## src/hw/slw_pkg.sv

```systemverilog
// shared constants and types for the serial link wake and check code block
package slw_pkg;
  localparam int CLK_MHZ = 100;
  localparam int WAKE_QUALIFY_TIME_NS = 240;
  localparam int WAKE_QUALIFY_CYC =
    (WAKE_QUALIFY_TIME_NS * CLK_MHZ + 999) / 1000;
  localparam int IDLE_TIMEOUT_US = 5500;
  localparam int IDLE_TIMEOUT_CYC = IDLE_TIMEOUT_US * CLK_MHZ;
  localparam int WAKE_DELAY_US = 400;
  localparam int WAKE_DELAY_CYC = WAKE_DELAY_US * CLK_MHZ;
  localparam int READY_DELAY_US = 10;
  localparam int READY_DELAY_CYC = READY_DELAY_US * CLK_MHZ;
  localparam int LONG_PULSE_NS = 300;
  localparam int LONG_PULSE_CYC = LONG_PULSE_NS * CLK_MHZ / 1000;
  localparam int BYTE_BITS = 8;
  localparam int CRC_W = 15;
  localparam logic [14:0] CRC_SEED = 15'h0010;
  localparam logic [14:0] CRC_TAPS = 15'h4598;
  localparam int DATA_BYTES = 6;
  localparam int CMD_BYTES = 4;
  localparam logic [4:0] BCAST_HDR = 5'h00;
  localparam int ADDR_FLAG_BIT = 7;

  typedef enum logic [3:0] {
    SLW_IDLE = 4'h1,
    SLW_WAKING = 4'h2,
    SLW_READY = 4'h4,
    SLW_ACTIVE = 4'h8
  } slw_link_type;

  typedef enum logic [3:0] {
    SLW_CMD = 4'h1,
    SLW_WDATA = 4'h2,
    SLW_RDATA = 4'h4,
    SLW_SKIP = 4'h8
  } slw_frame_type;

  typedef struct packed {
    logic valid;
    logic is_read;
    logic is_write;
    logic [10:0] code;
  } slw_cmd_type;

  // one crc step per bit, msb first
  function automatic logic [14:0] crc_step(input logic [14:0] c,
                                           input logic din);
    logic fb;
    fb = din ^ c[14];
    crc_step = {c[13:0], 1'b0} ^ (fb ? CRC_TAPS : 15'h0000);
    crc_step[0] = fb;
  endfunction : crc_step
endpackage : slw_pkg

```

## src/hw/slw_link.sv

```systemverilog
// serial link layer: wake detection, byte framing and check code
`timescale 1ns/1ps
// How it works
// RULE_01 - port drops to idle after the idle timeout with no activity
// RULE_02 - in plain serial mode, chip select or clock activity wakes it
// RULE_03 - in pulse mode differential activity wakes; ready after wake delay
// RULE_04 - common-mode activity never counts as a wake event
// RULE_05 - wake needs differential signal held at least 240 ns
// RULE_06 - chain part sends one long positive pulse upward when ready
// RULE_07 - a part already ready sends no wake pulse upward
// RULE_08 - host sends paired long pulses per device, spaced below idle timeout
// RULE_09 - transfers are whole bytes, most significant bit first
// RULE_10 - host keeps chip select low through a whole command sequence
// RULE_11 - write data commits only on chip select rising edge
// RULE_12 - 15-bit check code, seeded 0x0010 before each group
// RULE_13 - feedback is input xor top bit, taps at 3,4,7,8,10,14
// RULE_14 - check word is register shifted left with zero appended
// RULE_15 - first check byte bits 14..7, second bits 6..0 then zero
// RULE_16 - group accepted only if received check word matches
// RULE_17 - read data is followed by its computed check word
// RULE_18 - command order: two command bytes then two check bytes
// RULE_19 - chain write sends farthest device data first, own data last
// RULE_20 - chain read: own data and check first, then pass upper port
// RULE_21 - addressed command answered only on match; chain takes broadcast
// RULE_22 - parallel pulse mode broadcast executes with no returned data
// RULE_23 - broadcast has zeros in first command byte bits 7..3
// RULE_24 - addressed command: bit 7 set, address in bits 6..3
// RULE_25 - command check code spans both command bytes as 16 bits
// RULE_26 - any qualifying activity restarts the idle timeout
module slw_link #(
  parameter int IDLE_CYC = slw_pkg::IDLE_TIMEOUT_CYC,
  parameter int WAKE_CYC = slw_pkg::WAKE_DELAY_CYC,
  parameter int READY_CYC = slw_pkg::READY_DELAY_CYC,
  parameter int NBYTES = slw_pkg::DATA_BYTES
) (
  input wire logic i_clock,
  input wire logic i_rst,
  input wire logic i_port_mode_select_strap,
  input wire logic i_chain_mode,
  input wire logic i_core_awake,
  input wire logic [3:0] i_address,
  input wire logic i_chip_select_n,
  input wire logic i_sck,
  input wire logic i_sdi,
  input wire logic i_diff_above,
  input wire logic i_diff_below,
  input wire logic i_upper_sdo,
  input wire logic [8*NBYTES-1:0] i_read_data,
  output logic o_sdo,
  output logic o_sdo_oe,
  output logic o_upper_pulse_pos,
  output logic o_ready,
  output logic o_wake_pulse_busy,
  output slw_pkg::slw_cmd_type o_cmd,
  output logic o_cmd_error,
  output logic [8*NBYTES-1:0] o_write_data,
  output logic o_write_commit,
  output logic o_data_error
);
  localparam int TW = 32;
  localparam int FB = 8 * (NBYTES + 2);
  // bit counter must reach FB itself, where it parks for pass-through
  localparam int CNW = $clog2(FB + 1);
  // pins reset to their idle levels so that no false edge follows reset
  localparam logic [5:0] SYNC_IDLE = 6'h21;

  // ==========================================================
  // input synchronisers
  logic [5:0] s1_q, s1_d, s2_q, s2_d, s3_q, s3_d;
  always_comb begin
    s1_d = {i_chip_select_n, i_sck, i_sdi, i_diff_above, i_diff_below,
            i_upper_sdo};
    s2_d = s1_q;
    s3_d = s2_q;
  end
  always_ff @(posedge i_clock) begin
    if (i_rst) begin
      s1_q <= SYNC_IDLE;
      s2_q <= SYNC_IDLE;
      s3_q <= SYNC_IDLE;
    end else begin
      s1_q <= s1_d;
      s2_q <= s2_d;
      s3_q <= s3_d;
    end
  end
  logic csn, sck, sdi, dabv, dblw, usdo, cs_rise, cs_fall, sck_rise, sck_fall;
  always_comb begin
    csn = s2_q[5];
    sck = s2_q[4];
    sdi = s2_q[3];
    dabv = s2_q[2];
    dblw = s2_q[1];
    usdo = s2_q[0];
    cs_rise = csn & ~s3_q[5];
    cs_fall = ~csn & s3_q[5];
    sck_rise = sck & ~s3_q[4];
    sck_fall = ~sck & s3_q[4];
  end

  // ==========================================================
  // wake detection and link state
  slw_pkg::slw_link_type st_q, st_d;
  logic [TW-1:0] dwell_q, dwell_d, idle_q, idle_d, dly_q, dly_d, pul_q, pul_d;
  logic act, diff_on, live;
  always_comb begin
    // only opposite-sign comparators mean differential; common mode trips both
    diff_on = dabv ^ dblw; // [RULE_04]
    dwell_d = diff_on ? dwell_q + 1 : '0;
    if (i_port_mode_select_strap)
      act = dwell_q == TW'(slw_pkg::WAKE_QUALIFY_CYC - 1)
            && diff_on; // [RULE_03] [RULE_05]
    else
      act = cs_rise | cs_fall | sck_rise | sck_fall; // [RULE_02]
    // decoded link traffic keeps the port awake in pulse mode as well
    live = act | cs_rise | cs_fall | sck_rise | sck_fall;
    st_d = st_q;
    idle_d = live ? '0 : idle_q + 1; // [RULE_26]
    dly_d = dly_q;
    pul_d = (pul_q != '0) ? pul_q - 1 : '0;
    case (st_q)
      slw_pkg::SLW_IDLE: begin
        idle_d = '0;
        if (act) begin
          st_d = slw_pkg::SLW_WAKING;
          dly_d = TW'(i_core_awake ? READY_CYC : WAKE_CYC); // [RULE_03]
        end
      end
      slw_pkg::SLW_WAKING: begin
        dly_d = dly_q - 1;
        if (dly_q <= 1) begin
          st_d = slw_pkg::SLW_READY;
          // only a part that was idle starts the chain wake pulse
          if (i_chain_mode)
            pul_d = TW'(slw_pkg::LONG_PULSE_CYC); // [RULE_06] [RULE_07]
        end
      end
      slw_pkg::SLW_READY, slw_pkg::SLW_ACTIVE: begin
        st_d = csn ? slw_pkg::SLW_READY : slw_pkg::SLW_ACTIVE;
        if (idle_q >= TW'(IDLE_CYC - 1) && !live)
          st_d = slw_pkg::SLW_IDLE; // [RULE_01]
      end
      default: st_d = slw_pkg::SLW_IDLE;
    endcase
  end
  always_ff @(posedge i_clock) begin
    if (i_rst) begin
      st_q <= slw_pkg::SLW_IDLE;
      dwell_q <= '0;
      idle_q <= '0;
      dly_q <= '0;
      pul_q <= '0;
    end else begin
      st_q <= st_d;
      dwell_q <= dwell_d;
      idle_q <= idle_d;
      dly_q <= dly_d;
      pul_q <= pul_d;
    end
  end
  logic rdy;
  assign rdy = st_q == slw_pkg::SLW_READY || st_q == slw_pkg::SLW_ACTIVE;

  // ==========================================================
  // framing, check code and response shifter
  slw_pkg::slw_frame_type fr_q, fr_d;
  logic [14:0] crc_q, crc_d;
  logic [31:0] sh_q, sh_d;
  logic [CNW-1:0] cnt_q, cnt_d;
  logic [FB-1:0] wbuf_q, wbuf_d, obuf_q, obuf_d;
  logic [8*NBYTES-1:0] wout_q, wout_d;
  logic wok_q, wok_d, commit_q, commit_d, derr_q, derr_d;
  slw_pkg::slw_cmd_type cmd_q, cmd_d;
  logic cerr_q, cerr_d, sdo_q, sdo_d, oe_q, oe_d;
  logic [15:0] cw;
  logic [31:0] fw;
  logic addr_ok, bcast, mine;
  always_comb begin
    cw = {crc_q, 1'b0}; // [RULE_14]
    // the word as it stands once the current bit is shifted in
    fw = {sh_q[30:0], sdi};
    bcast = fw[31:27] == slw_pkg::BCAST_HDR; // [RULE_23]
    addr_ok = fw[24 + slw_pkg::ADDR_FLAG_BIT]
              && fw[30:27] == i_address; // [RULE_24]
    mine = bcast || (!i_chain_mode && addr_ok); // [RULE_21]
    fr_d = fr_q;
    crc_d = crc_q;
    sh_d = sh_q;
    cnt_d = cnt_q;
    wbuf_d = wbuf_q;
    obuf_d = obuf_q;
    wout_d = wout_q;
    wok_d = wok_q;
    commit_d = 1'b0;
    derr_d = 1'b0;
    cmd_d = cmd_q;
    cmd_d.valid = 1'b0;
    cerr_d = 1'b0;
    sdo_d = sdo_q;
    oe_d = oe_q;
    if (csn || !rdy) begin
      fr_d = slw_pkg::SLW_CMD;
      crc_d = slw_pkg::CRC_SEED; // [RULE_12]
      cnt_d = '0;
      oe_d = 1'b0;
      sdo_d = 1'b1;
      if (cs_rise && fr_q == slw_pkg::SLW_WDATA && wok_q) begin
        wout_d = wbuf_q[FB-1 -: 8*NBYTES]; // [RULE_11]
        commit_d = 1'b1;
      end
    end else if (sck_rise) begin
      sh_d = {sh_q[30:0], sdi}; // [RULE_09]
      cnt_d = cnt_q + CNW'(1);
      case (fr_q)
        slw_pkg::SLW_CMD: begin
          // check code spans both command bytes only
          if (cnt_q < CNW'(2 * slw_pkg::BYTE_BITS))
            crc_d = slw_pkg::crc_step(crc_q, sdi); // [RULE_25] [RULE_13]
          if (cnt_q == CNW'(slw_pkg::BYTE_BITS * slw_pkg::CMD_BYTES - 1)) begin
            // order: two command bytes, then two check bytes
            cnt_d = '0;
            crc_d = slw_pkg::CRC_SEED;
            if ({sh_q[14:0], sdi} != cw) begin // [RULE_18] [RULE_16]
              cerr_d = 1'b1;
              fr_d = slw_pkg::SLW_SKIP;
            end else if (!mine) begin
              fr_d = slw_pkg::SLW_SKIP;
            end else begin
              cmd_d = '{1'b1, fw[16], fw[17], fw[26:16]};
              wok_d = 1'b0;
              if (fw[16]) begin
                fr_d = slw_pkg::SLW_RDATA;
                obuf_d = {i_read_data, 16'h0000};
                // parallel (non-chain) pulse-mode broadcast returns nothing
                oe_d = !(i_port_mode_select_strap && !i_chain_mode
                         && bcast); // [RULE_22]
              end else if (fw[17]) begin
                fr_d = slw_pkg::SLW_WDATA;
              end else begin
                fr_d = slw_pkg::SLW_SKIP;
              end
            end
          end
        end
        slw_pkg::SLW_WDATA: begin
          // in a chain the last group seen is this device's own
          wbuf_d = {wbuf_q[FB-2:0], sdi}; // [RULE_19]
          if (cnt_q < CNW'(8 * NBYTES))
            crc_d = slw_pkg::crc_step(crc_q, sdi);
          if (cnt_q == CNW'(FB - 1)) begin
            cnt_d = '0;
            crc_d = slw_pkg::CRC_SEED;
            wok_d = {sh_q[14:0], sdi} == cw; // [RULE_16]
            derr_d = {sh_q[14:0], sdi} != cw;
          end
        end
        default: ;
      endcase
    end else if (sck_fall && fr_q == slw_pkg::SLW_RDATA) begin
      // own bytes, own check word, then whatever comes from above
      if (cnt_q < CNW'(8 * NBYTES)) begin
        sdo_d = obuf_q[FB-1];
        crc_d = slw_pkg::crc_step(crc_q, obuf_q[FB-1]);
        obuf_d = {obuf_q[FB-2:0], 1'b0};
        if (cnt_q == CNW'(8 * NBYTES - 1))
          obuf_d[FB-1 -: 16] = {slw_pkg::crc_step(crc_q, obuf_q[FB-1]),
                                1'b0}; // [RULE_17] [RULE_15]
      end else if (cnt_q < CNW'(FB)) begin
        sdo_d = obuf_q[FB-1];
        obuf_d = {obuf_q[FB-2:0], 1'b0};
      end else begin
        sdo_d = usdo; // [RULE_20]
      end
    end
    if (fr_q == slw_pkg::SLW_RDATA && sck_rise && cnt_q == CNW'(FB))
      cnt_d = cnt_q;
  end
  always_ff @(posedge i_clock) begin
    if (i_rst) begin
      fr_q <= slw_pkg::SLW_CMD;
      crc_q <= slw_pkg::CRC_SEED;
      sh_q <= '0;
      cnt_q <= '0;
      wbuf_q <= '0;
      obuf_q <= '0;
      wout_q <= '0;
      wok_q <= 1'b0;
      commit_q <= 1'b0;
      derr_q <= 1'b0;
      cmd_q <= '0;
      cerr_q <= 1'b0;
      sdo_q <= 1'b1;
      oe_q <= 1'b0;
    end else begin
      fr_q <= fr_d;
      crc_q <= crc_d;
      sh_q <= sh_d;
      cnt_q <= cnt_d;
      wbuf_q <= wbuf_d;
      obuf_q <= obuf_d;
      wout_q <= wout_d;
      wok_q <= wok_d;
      commit_q <= commit_d;
      derr_q <= derr_d;
      cmd_q <= cmd_d;
      cerr_q <= cerr_d;
      sdo_q <= sdo_d;
      oe_q <= oe_d;
    end
  end

  assign o_sdo = sdo_q;
  assign o_sdo_oe = oe_q;
  assign o_upper_pulse_pos = pul_q != '0;
  assign o_wake_pulse_busy = pul_q != '0;
  assign o_ready = rdy;
  assign o_cmd = cmd_q;
  assign o_cmd_error = cerr_q;
  assign o_write_data = wout_q;
  assign o_write_commit = commit_q;
  assign o_data_error = derr_q;

  // ==========================================================
  // checks
  AST_IDLE_DROP: assert property (@(posedge i_clock) disable iff (i_rst)
    rdy && idle_q >= TW'(IDLE_CYC - 1) && !live |=> !rdy) // [RULE_01]
    else $error("no drop to idle after timeout");
  AST_SPI_WAKE: assert property (@(posedge i_clock) disable iff (i_rst)
    st_q == slw_pkg::SLW_IDLE && !i_port_mode_select_strap && cs_fall
    |=> st_q == slw_pkg::SLW_WAKING) // [RULE_02]
    else $error("chip select did not wake port");
  AST_DWELL: assert property (@(posedge i_clock) disable iff (i_rst)
    i_port_mode_select_strap && act
    |-> $past(diff_on, 1) && $past(diff_on, 2)) // [RULE_05]
    else $error("wake qualified too early");
  AST_CM: assert property (@(posedge i_clock) disable iff (i_rst)
    dabv && dblw |=> dwell_q == '0) // [RULE_04]
    else $error("common mode counted as wake");
  AST_PULSE: assert property (@(posedge i_clock) disable iff (i_rst)
    rdy && !$past(rdy) && i_chain_mode |-> o_upper_pulse_pos) // [RULE_06]
    else $error("no chain wake pulse");
  AST_NO_PULSE: assert property (@(posedge i_clock) disable iff (i_rst)
    $past(rdy) && rdy && !$past(o_upper_pulse_pos)
    |-> !o_upper_pulse_pos) // [RULE_07]
    else $error("ready part sent wake pulse");
  AST_COMMIT: assert property (@(posedge i_clock) disable iff (i_rst)
    o_write_commit |-> $past(cs_rise)) // [RULE_11]
    else $error("write committed outside chip select rise");
  AST_SEED: assert property (@(posedge i_clock) disable iff (i_rst)
    csn ##1 csn |-> crc_q == slw_pkg::CRC_SEED) // [RULE_12]
    else $error("check code not seeded");
  AST_CMD_OK: assert property (@(posedge i_clock) disable iff (i_rst)
    o_cmd.valid |-> !o_cmd_error && $past(fr_q) == slw_pkg::SLW_CMD) // [RULE_16]
    else $error("command accepted with bad check");
  AST_ADDR: assert property (@(posedge i_clock) disable iff (i_rst)
    o_cmd.valid && i_chain_mode |-> $past(bcast)) // [RULE_21]
    else $error("chain part took addressed command");
endmodule : slw_link

```

## config.mk

```make
export PLATFORM = sky130hd
export DESIGN_NAME = slw_link
export DESIGN_NICKNAME = d
export VERILOG_FILES = /design/src/hw/slw_pkg.sv /design/src/hw/slw_link.sv
export SDC_FILE = /design/constraint.sdc
export NUM_CORES = 1
export LEC_CHECK = 0
export ABC_AREA = 1
export BUFFER_PORTS_ARGS = -buffer_cell sky130_fd_sc_hd__buf_2
export CORE_ASPECT_RATIO = 0.75
export CORE_UTILIZATION = 60
export CTS_CLUSTER_DIAMETER = 200
export DETAILED_ROUTE_END_ITERATION = 7
export PLACE_DENSITY_LB_ADDON = 0.2
export SYNTH_ARGS = -nofsm -noshare
export SYNTH_HDL_FRONTEND = slang
export SYNTH_SLANG_ARGS = --single-unit
```

## constraint.sdc

```tcl
create_clock -name i_clock -period 3 [get_ports i_clock]
set_clock_uncertainty 0.05 [all_clocks]
set_input_delay 0.3 -clock i_clock [delete_from_list [all_inputs] [get_ports i_clock]]
set_output_delay 0.3 -clock i_clock [all_outputs]
set_load 0.005 [all_outputs]
```

==> flow_summary.ini, run 1 <==
[detailed_routing]
wirelength_um = 42900
dr_total_vias = 16686
avgViaCountPerCell = 5.47
drc = 0
first_iter_violations = 1520
drt_first_pass_iters = 7
antenna_left = 0
routedWlPerCell_um = 14.1

[timing]
timing.fmax_mhz = 435
hold_slack_ns = 0.0802
hold_viol_final = 0
fin_crit_sh_pct = 76.6
slew_headroom_pct = 31.1
fin_crit_ns = 2.30
rsz0062_at_grt = false
slew_violations = 0
tightestPinTransition_ns = 1.03
tns_ns = 0
setup_viol = 0

[logic_synthesis]
synth.distinct_cells = 47
synth_nets = 2619
synthesis.area_um2 = 17500
synth_area_leaders = dfxtp_1 44%, nor2_1 11%, nand2_1 11%
yosysTopAreaCell = dfxtp_1
synthCells = 2547
synthFlopType = dfxtp_1
synth_area_per_cell_um2 = 6.88
synth_common_cells = 528 x nor2_1, 512 x nand2_1, 381 x dfxtp_1, 236 x o21ai_0, 198 x inv_1
async_flop_share_pct = 0
synth.most_common_cell = nor2_1
yosysTopAreaCellShare_pct = 43.5
ys_warn_count = 0
synth_enable_flop_cells = 0
ys_seq_area_share_pct = 43.5
synth-seq-cells = 381

[place]
io_buffers = 132
hpwl_um = 28800
gp_congestion = 0.932
dp.cells = 2975

[power_and_ir_drop]
intPower_uw = 8800
p_sw_share_pct = 28.3
pwr_density_cell_nw_per_um2 = 625
p_leak_uw = 0.00832
pwr-share-comb_pct = 16.6
p_switching_uw = 3480
p_seq_share_pct = 44.3
clockPowerShare_pct = 39.1
fin_total_pwr_uw = 12300
vdd_drop_max_v = 0.000406

[global_routing]
gr-total-overflow = 0
antenna_found_initial = 1
first_global_vias = 14856
grt_max_degree = 144
grt_util_all_layers_pct = 28.4
grt_pass1_wl_um = 70500

[min_path]
min_path_type = input pin to register

[cts]
clock_sinks = 381
holdBufCountCts = 7
cts_setup_buffers = 0
clk_pin_slew_ns = 0.06
cts_buffers = 37
worstSkewPairLatency_ns = 0.54
post_cts_resized = 0
root_buffer = clkbuf_16
clockBufferDepth = 3
cts-htree-levels = 2
tritoncts = yes

[setup_path]
critical_path_class = register to register
endpoint_kind = register
rrSetupSlack_ns = 0.70
cp-start-kind = register
cp.required_ns = 3.42
crit_fanout = 48
crit_arrival_ns = 2.72

[floorplan]
fp.dieH_um = 150
io_pins = 133
die_w_um = 199
num_rows = 53
initial_core_util_pct = 61.7
core_area_um2 = 28400
die_area_um2 = 29900

[run]
maxCapViolations = 0

[status]
status = completed

[layout]
fin_nets = 2708
drive_gt1_share_pct = 10.7
utilization_pct = 69.2
instances_no_fill = 3048
syn_to_final_growth_pct = 12.1
fillers = 2434
-- cells by family after synthesis --
| group | after synthesis | share of synthesized area [%] |
|---|---|---|
| fa+ha+maj | 9 | 0.643 |
| xor+xnor | 52 | 2.60 |
| compound gates | 421 | 12.4 |
| simple gates | 1361 | 33.1 |
| buf+inv | 323 | 7.68 |
| flops | 381 | 43.5 |
-- final timing paths --
path,startpoint,to,cells after the start
worst max register to register,fr_q[2],o_write_data[4],8
worst min register to register,s1_q[2],s2_q[2],2
worst min-delay path,i_read_data[12],obuf_q[28],5
worst max-delay path,fr_q[2],o_write_data[4],8
-- placed cells by master (no fill, tap or decap), drive strengths merged, types with 3 or more instances in the layout --
cell type    instances
a21oi              159
and3                 4
nand3               93
o21ai              241
xnor2               19
dfxtp              381
clkinv               7
nor2               542
o31ai                5
o21bai               3
buf                157
nand3b               3
clkbuf              54
bufinv               3
o211ai               5
nand2              520
ha                   9
nor4                13
nor3                59
dlygate4sd3          7
inv                210
xor2                33
or2                 23
nor3b                6
nand4               97
-- final cells by class --
type | count | area (um2) | share of cell area, %
diodes | 1 | 2.50 | 0.0127
clock buffers | 54 | 1100 | 5.60
clock inverters | 11 | 156 | 0.796
inverters | 209 | 787 | 4.00
multi-input cells | 1843 | 8560 | 43.6
flip-flops and latches | 381 | 7630 | 38.8
well taps | 385 | 482 | 2.45
repair buffers | 164 | 933 | 4.75
-- per-stage QoR --
stage / instance area [um2] / setup slack, ns
3_3_place_gp: 18300 / 0.872
2_1_floorplan: 17500 / 1.21
5_1_grt: 19700 / 0.495
3_5_place_dp: 18300 / 0.774
4_1_cts: 19700 / 0.732
6_report: 19700 / 0.703
-- critical path, cell delays in order, from the launching register on --
cell and delay, ns:
dfxtp_1 0.32, inv_1 0.08, nand4_1 0.34, inv_1 0.21, nand4_1 0.34, inv_1 0.13
buf_4 0.45, nor2_1 0.12, nor2_1 0.16
-- power by group through the flow --
stage	clock (uW)	combinational [uW]	sequential, uW
2_1_floorplan	0	1610	5510
3_3_place_gp	0	1960	5550
3_5_place_dp	0	1990	5560
4_1_cts	4880	2020	5450
5_1_grt	5090	2310	5480
6_report	4800	2030	5450
-- routing by layer --
layer  vias up  global-route usage [%]  wire length, um
met5         -                       0                0
met4         0                    7.86              801
met3        60                    4.39             2880
met2       547                    43.6            18800
met1      7642                    41.1            20400
li1       8437                       -                -
-- state kept, by name, indices dropped and copies added, names as in the netlist --
| register | cells |
|---|---|
| s2_q | 6 |
| s3_q | 2 |
| cnt_q | 7 |
| o_data_error | 1 |
| o_write_data | 48 |
| wok_q | 1 |
| o_sdo_oe | 1 |
| o_cmd_error | 1 |
| s1_q | 6 |
| crc_q | 15 |
| dly_q | 32 |
| dwell_q | 32 |
| obuf_q | 48 |
| pul_q | 32 |
| st_q | 4 |
| wbuf_q | 64 |
| idle_q | 32 |
| o_cmd | 12 |
| fr_q | 4 |
| o_write_commit | 1 |
| sh_q | 31 |
| o_sdo | 1 |
No activity file was read; power rests on OpenSTA's default activity.
==> inputs of run 2 (changes only) <==
==> constraint.sdc (replaced) <==
create_clock -name i_clock -period 2.35 [get_ports i_clock]
set_clock_uncertainty 0.05 [all_clocks]
set_input_delay 0.235 -clock i_clock [delete_from_list [all_inputs] [get_ports i_clock]]
set_output_delay 0.235 -clock i_clock [all_outputs]
set_load 0.005 [all_outputs]
==> run 2 against run 1 <==
Net effect: wire length decreased by 1.6%; first-iteration DRC count increased by 4.6%; fmax increased by 5.6%; sequential power increased by 28%; design area increased by 1.1%.
==> flow_summary.ini, run 2 (same netlist as run 1, synthesis figures left out) <==
[min_path]
min_path_cells = 5
min_to = obuf_q[33]
min_from = i_read_data[17]
min_path_type = input pin to register

[timing]
setup_viol = 0
hold_slack_ns = 0.0254
fin_crit_sh_pct = 92.5
tns_ns = 0
slew_violations = 0
fin_ws_ns = 0.176
slew_headroom_pct = 58.2
tightestPinTransition_ns = 0.627
timing.fmax_mhz = 460
hold_viol_final = 0
fin_crit_ns = 2.17
rsz0062_at_grt = false

[floorplan]
fp.dieH_um = 150
die_area_um2 = 29900
die_w_um = 199
core_area_um2 = 28400
io_pins = 133
initial_core_util_pct = 61.7
num_rows = 53

[global_routing]
grt_pass1_wl_um = 69600
gr-total-overflow = 0
grt_util_all_layers_pct = 27.9
first_global_vias = 14850
grt_max_degree = 91
antenna_found_initial = 0

[cts]
tritoncts = yes
cts-htree-levels = 2
clockBufferDepth = 3
clk_pin_slew_ns = 0.06
cts_buffers = 38
worstSkewPairLatency_ns = 0.54
clock_sinks = 381
root_buffer = clkbuf_16

[layout]
n_antenna_cell = 0
largest_register_ff_count = 64
fin_nets = 2718
largest_register = wbuf_q
fillers = 2461
drive_gt1_share_pct = 11.1
final_cell_mix = 525 x nor2_1, 511 x nand2_1, 381 x dfxtp_1
layout_commonest_cell = nor2_1
syn_to_final_growth_pct = 13.4

[setup_path]
crit_fanout = 50
cp-start-kind = register
critical_path_class = register to register
rrSetupSlack_ns = 0.18
cp.required_ns = 2.77
endpoint_kind = register
rr_endpoint = o_write_data[28]
rr_worst_depth = 9
crit_arrival_ns = 2.59
r2r-start = fr_q[2]

[place]
hpwl_um = 28500
io_buffers = 132
pre_cts_slack_ns = 0.177
gp_congestion = 0.920

[detailed_routing]
wirelength_um = 42200
routedWlPerCell_um = 13.8
avgViaCountPerCell = 5.42
drt_first_pass_iters = 7
drc = 0
antenna_left = 0
dr_total_vias = 16586
first_iter_violations = 1590

[power_and_ir_drop]
p_leak_uw = 0.00842
vdd_drop_max_v = 0.000524
pwr_density_cell_nw_per_um2 = 796

[status]
status = completed

[run]
maxCapViolations = 0
run 2: routing by layer:
layer / wire length, um / track usage [%] / vias to the layer above
met2: 18300 / 43.3 / 523
met1: 20500 / 40.6 / 7548
met3: 2610 / 3.85 / 66
met4: 763 / 7.44 / 0
met5: 0 / 0 / -
li1: - / - / 8449
run 2: what timing repair did:
item / 4_1_cts / 5_1_grt
endpoints found under the hold margin: 7 / 0
gates resized for setup: 0 / 5
setup buffers: 0 / 0
setup endpoints to repair: 0 / 51
hold buffers: 7 / 0
run 2: metrics by stage:
step                      area (um2)  std cells  util, %  total power (uW)
after global routing           19900       3059     70.0             16600
after detailed placement       18500       2984     65.2              9670
after global placement         18500       2984     65.2              9600
final                          19900       3059     70.0             15800
after CTS                      19900       3059     70.0             15900
after floorplan                17500       2547        -              9100
run 2: worst max-delay path by stage:
stage                     startpoint          endpoint  slack, ns  cells after the start
after floorplan              s2_q[5]          dly_q[4]       0.56                     10
after global placement      cnt_q[0]        obuf_q[57]       0.28                     11
final                        fr_q[2]  o_write_data[28]       0.18                      9
after global routing        cnt_q[1]          cnt_q[4]      0.005                     12
after CTS                   cnt_q[1]        obuf_q[51]       0.14                     11
after detailed placement    cnt_q[1]        obuf_q[54]       0.18                     11
run 2: area by class of cell:
| type | instances | area [um2] | share of cell area (%) |
|---|---|---|---|
| clock buffers | 57 | 1130 | 5.70 |
| repair buffers | 173 | 1110 | 5.60 |
| well taps | 385 | 482 | 2.42 |
| inverters | 209 | 793 | 3.99 |
| flip-flops and latches | 381 | 7630 | 38.4 |
| clock inverters | 11 | 151 | 0.762 |
| multi-input cells | 1843 | 8570 | 43.1 |
run 2: power by group:
part	internal [uW]	switching, uW	total (uW)
sequential	6720	232	6950
clock	3680	2540	6220
combinational	950	1690	2640
total	11300	4470	15800
run 2: worst max-delay path, cell delays in order, from the launching register on:
cell and delay [ns]:
dfxtp_1 0.32, inv_1 0.12, nand4_1 0.33, inv_1 0.21, nand4_1 0.17, buf_12 0.22
inv_1 0.08, buf_4 0.34, nor2_1 0.09, nor2_1 0.13
==> inputs of run 3 (changes only) <==
--- a/config.mk
+++ b/config.mk
@@ -11,7 +11,9 @@
 export CORE_UTILIZATION = 60
 export CTS_CLUSTER_DIAMETER = 200
 export DETAILED_ROUTE_END_ITERATION = 7
+export MAX_ROUTING_LAYER = met4
 export PLACE_DENSITY_LB_ADDON = 0.2
+export SETUP_SLACK_MARGIN = 0.2
 export SYNTH_ARGS = -nofsm -noshare
 export SYNTH_HDL_FRONTEND = slang
 export SYNTH_SLANG_ARGS = --single-unit
==> run 3 against run 2 <==
Net effect: die area unchanged; largest power group unchanged; highest routed layer unchanged; final cell count up 0.23%; non-clock buffer count up 14; worst hold slack better by 0.0018 ns; combinational power up 5%; first-iteration DRC count down 7.7%.
==> flow_summary.ini, run 3 (same netlist as run 1, synthesis figures left out) <==
[setup_path]
max_stage_delay_ns = 0.33
crit_arrival_ns = 1.79
crit_fanout = 3
cp.required_ns = 2.07
startpoint = pul_q[0]
rr_worst_depth = 12
path_cells = inv_2 > ha_4 > nand3_1 > nor4_2 > nand4_1 > buf_2
endpoint_kind = primary output
r2r-start = crc_q[7]
crit_slowest_cell = dfxtp_2
critical_path_class = register to primary output
cp-start-kind = register

[timing]
tns_ns = 0
fin_crit_sh_pct = 88.2
hold_viol_final = 0
fin_crit_ns = 2.07
slew_violations = 0
tightestPinTransition_ns = 0.605
setup_viol = 0
timing.fmax_mhz = 482
fin_ws_ns = 0.277
slew_headroom_pct = 59.2
rsz0062_at_grt = true

[min_path]
min_from = i_read_data[27]
min_path_type = input pin to register
min_path_cells = 5

[layout]
largest_register_ff_count = 64
drive_gt1_share_pct = 12.5
layout_commonest_cell = nor2_1
fin_nets = 2731
multi_input_area_um2 = 8720
final_cell_mix = 511 x nor2_1, 507 x nand2_1, 380 x dfxtp_1
syn_to_final_growth_pct = 14.3
fillers = 2445
n_antenna_cell = 0
utilization_pct = 70.6
seqCellArea_um2 = 7630
largest_register = wbuf_q

[floorplan]
core_area_um2 = 28400
die_w_um = 199
initial_core_util_pct = 61.7
num_rows = 53
fp.dieH_um = 150
io_pins = 133
die_area_um2 = 29900

[run]
maxCapViolations = 0

[place]
io_buffers = 132
hpwl_um = 28700
pre_cts_slack_ns = 0.212
gp_congestion = 0.908

[detailed_routing]
dr_total_vias = 16733
drt_first_pass_iters = 6
wirelength_um = 42900
drc = 0
first_iter_violations = 1467
avgViaCountPerCell = 5.46
antenna_left = 0
routedWlPerCell_um = 14.0

[global_routing]
grt_pass1_wl_um = 68700
antenna_found_initial = 0
gr-total-overflow = 0
grt_util_all_layers_pct = 28.5
grt_max_degree = 113
first_global_vias = 14381

[cts]
clock_sinks = 381
tritoncts = yes
cts_buffers = 37
root_buffer = clkbuf_16
clk_pin_slew_ns = 0.06
clockBufferDepth = 3
cts-htree-levels = 2
worstSkewPairLatency_ns = 0.53

[status]
status = completed

[power_and_ir_drop]
vdd_drop_max_v = 0.000486
p_leak_uw = 0.00846
pwr_density_cell_nw_per_um2 = 774
[run 3: cell types whose count changed in the layout (fill, tap and decap cells not counted), moves of 5 or more]
cell and delta:
nor2_1 -14, buf_4 +12, nor2_2 +10, clkbuf_8 -5
[run 3: cell type report]
cell class / count / share of cell area (%)
clock inverter: 8 / 0.356
inverter: 209 / 3.98
tap: 385 / 2.41
multi-input combinational: 1843 / 43.5
timing repair buffer: 187 / 6.19
sequential: 381 / 38.1
clock buffer: 53 / 5.43
[run 3: repair_timing]
action / 4_1_cts / 5_1_grt
pin swaps: 1 / 8
gates cloned: 0 / 2
gates resized for setup: 5 / 48
buffers inserted: 0 / 10
hold buffers: 7 / 0
setup endpoints to repair: 3 / 217
endpoints found under the hold margin: 7 / 0
[run 3: path summary, 6_finish.rpt]
| kind | to | slack (ns) |
|---|---|---|
| setup / recovery | o_wake_pulse_busy | 0.28 |
| hold / removal | obuf_q[43] | 0.03 |
| setup reg to reg | obuf_q[27] | 0.30 |
| hold reg to reg | s2_q[4] | 0.36 |
[run 3: layer usage]
metal / global-route usage, % / wire length, um / up-vias
met4: 6.64 / 673 / 0
met3: 3.92 / 3070 / 65
met5: - / 0 / -
li1: - / - / 8458
met1: 40.7 / 20100 / 7606
met2: 42.3 / 19100 / 604
[run 3: report_power, final]
part           internal (uW)  switching, uW
clock                   3320           2450
sequential              6720            248
combinational            999           1760
total                  11000           4450
[run 3: worst max-delay path: cells and delay by family (launching register included)]
family | cells | cell delay [ns]
buffers and inverters | 2 | 0.26
adders and majority gates | 1 | 0.15
and+or+nand+nor | 3 | 0.52
DFF | 1 | 0.33
[run 3: metrics by stage]
step / instance area (um2) / total power [uW] / hold WS, ns / std cells
after floorplan: 17500 / 9100 / 0.289 / 2547
after global routing: 20000 / 16300 / 0.0317 / 3066
after CTS: 19700 / 15500 / 0.0146 / 3054
after detailed placement: 18500 / 9680 / 0.359 / 2986
final: 20000 / 15500 / 0.0272 / 3066
after global placement: 18500 / 9600 / 0.350 / 2986
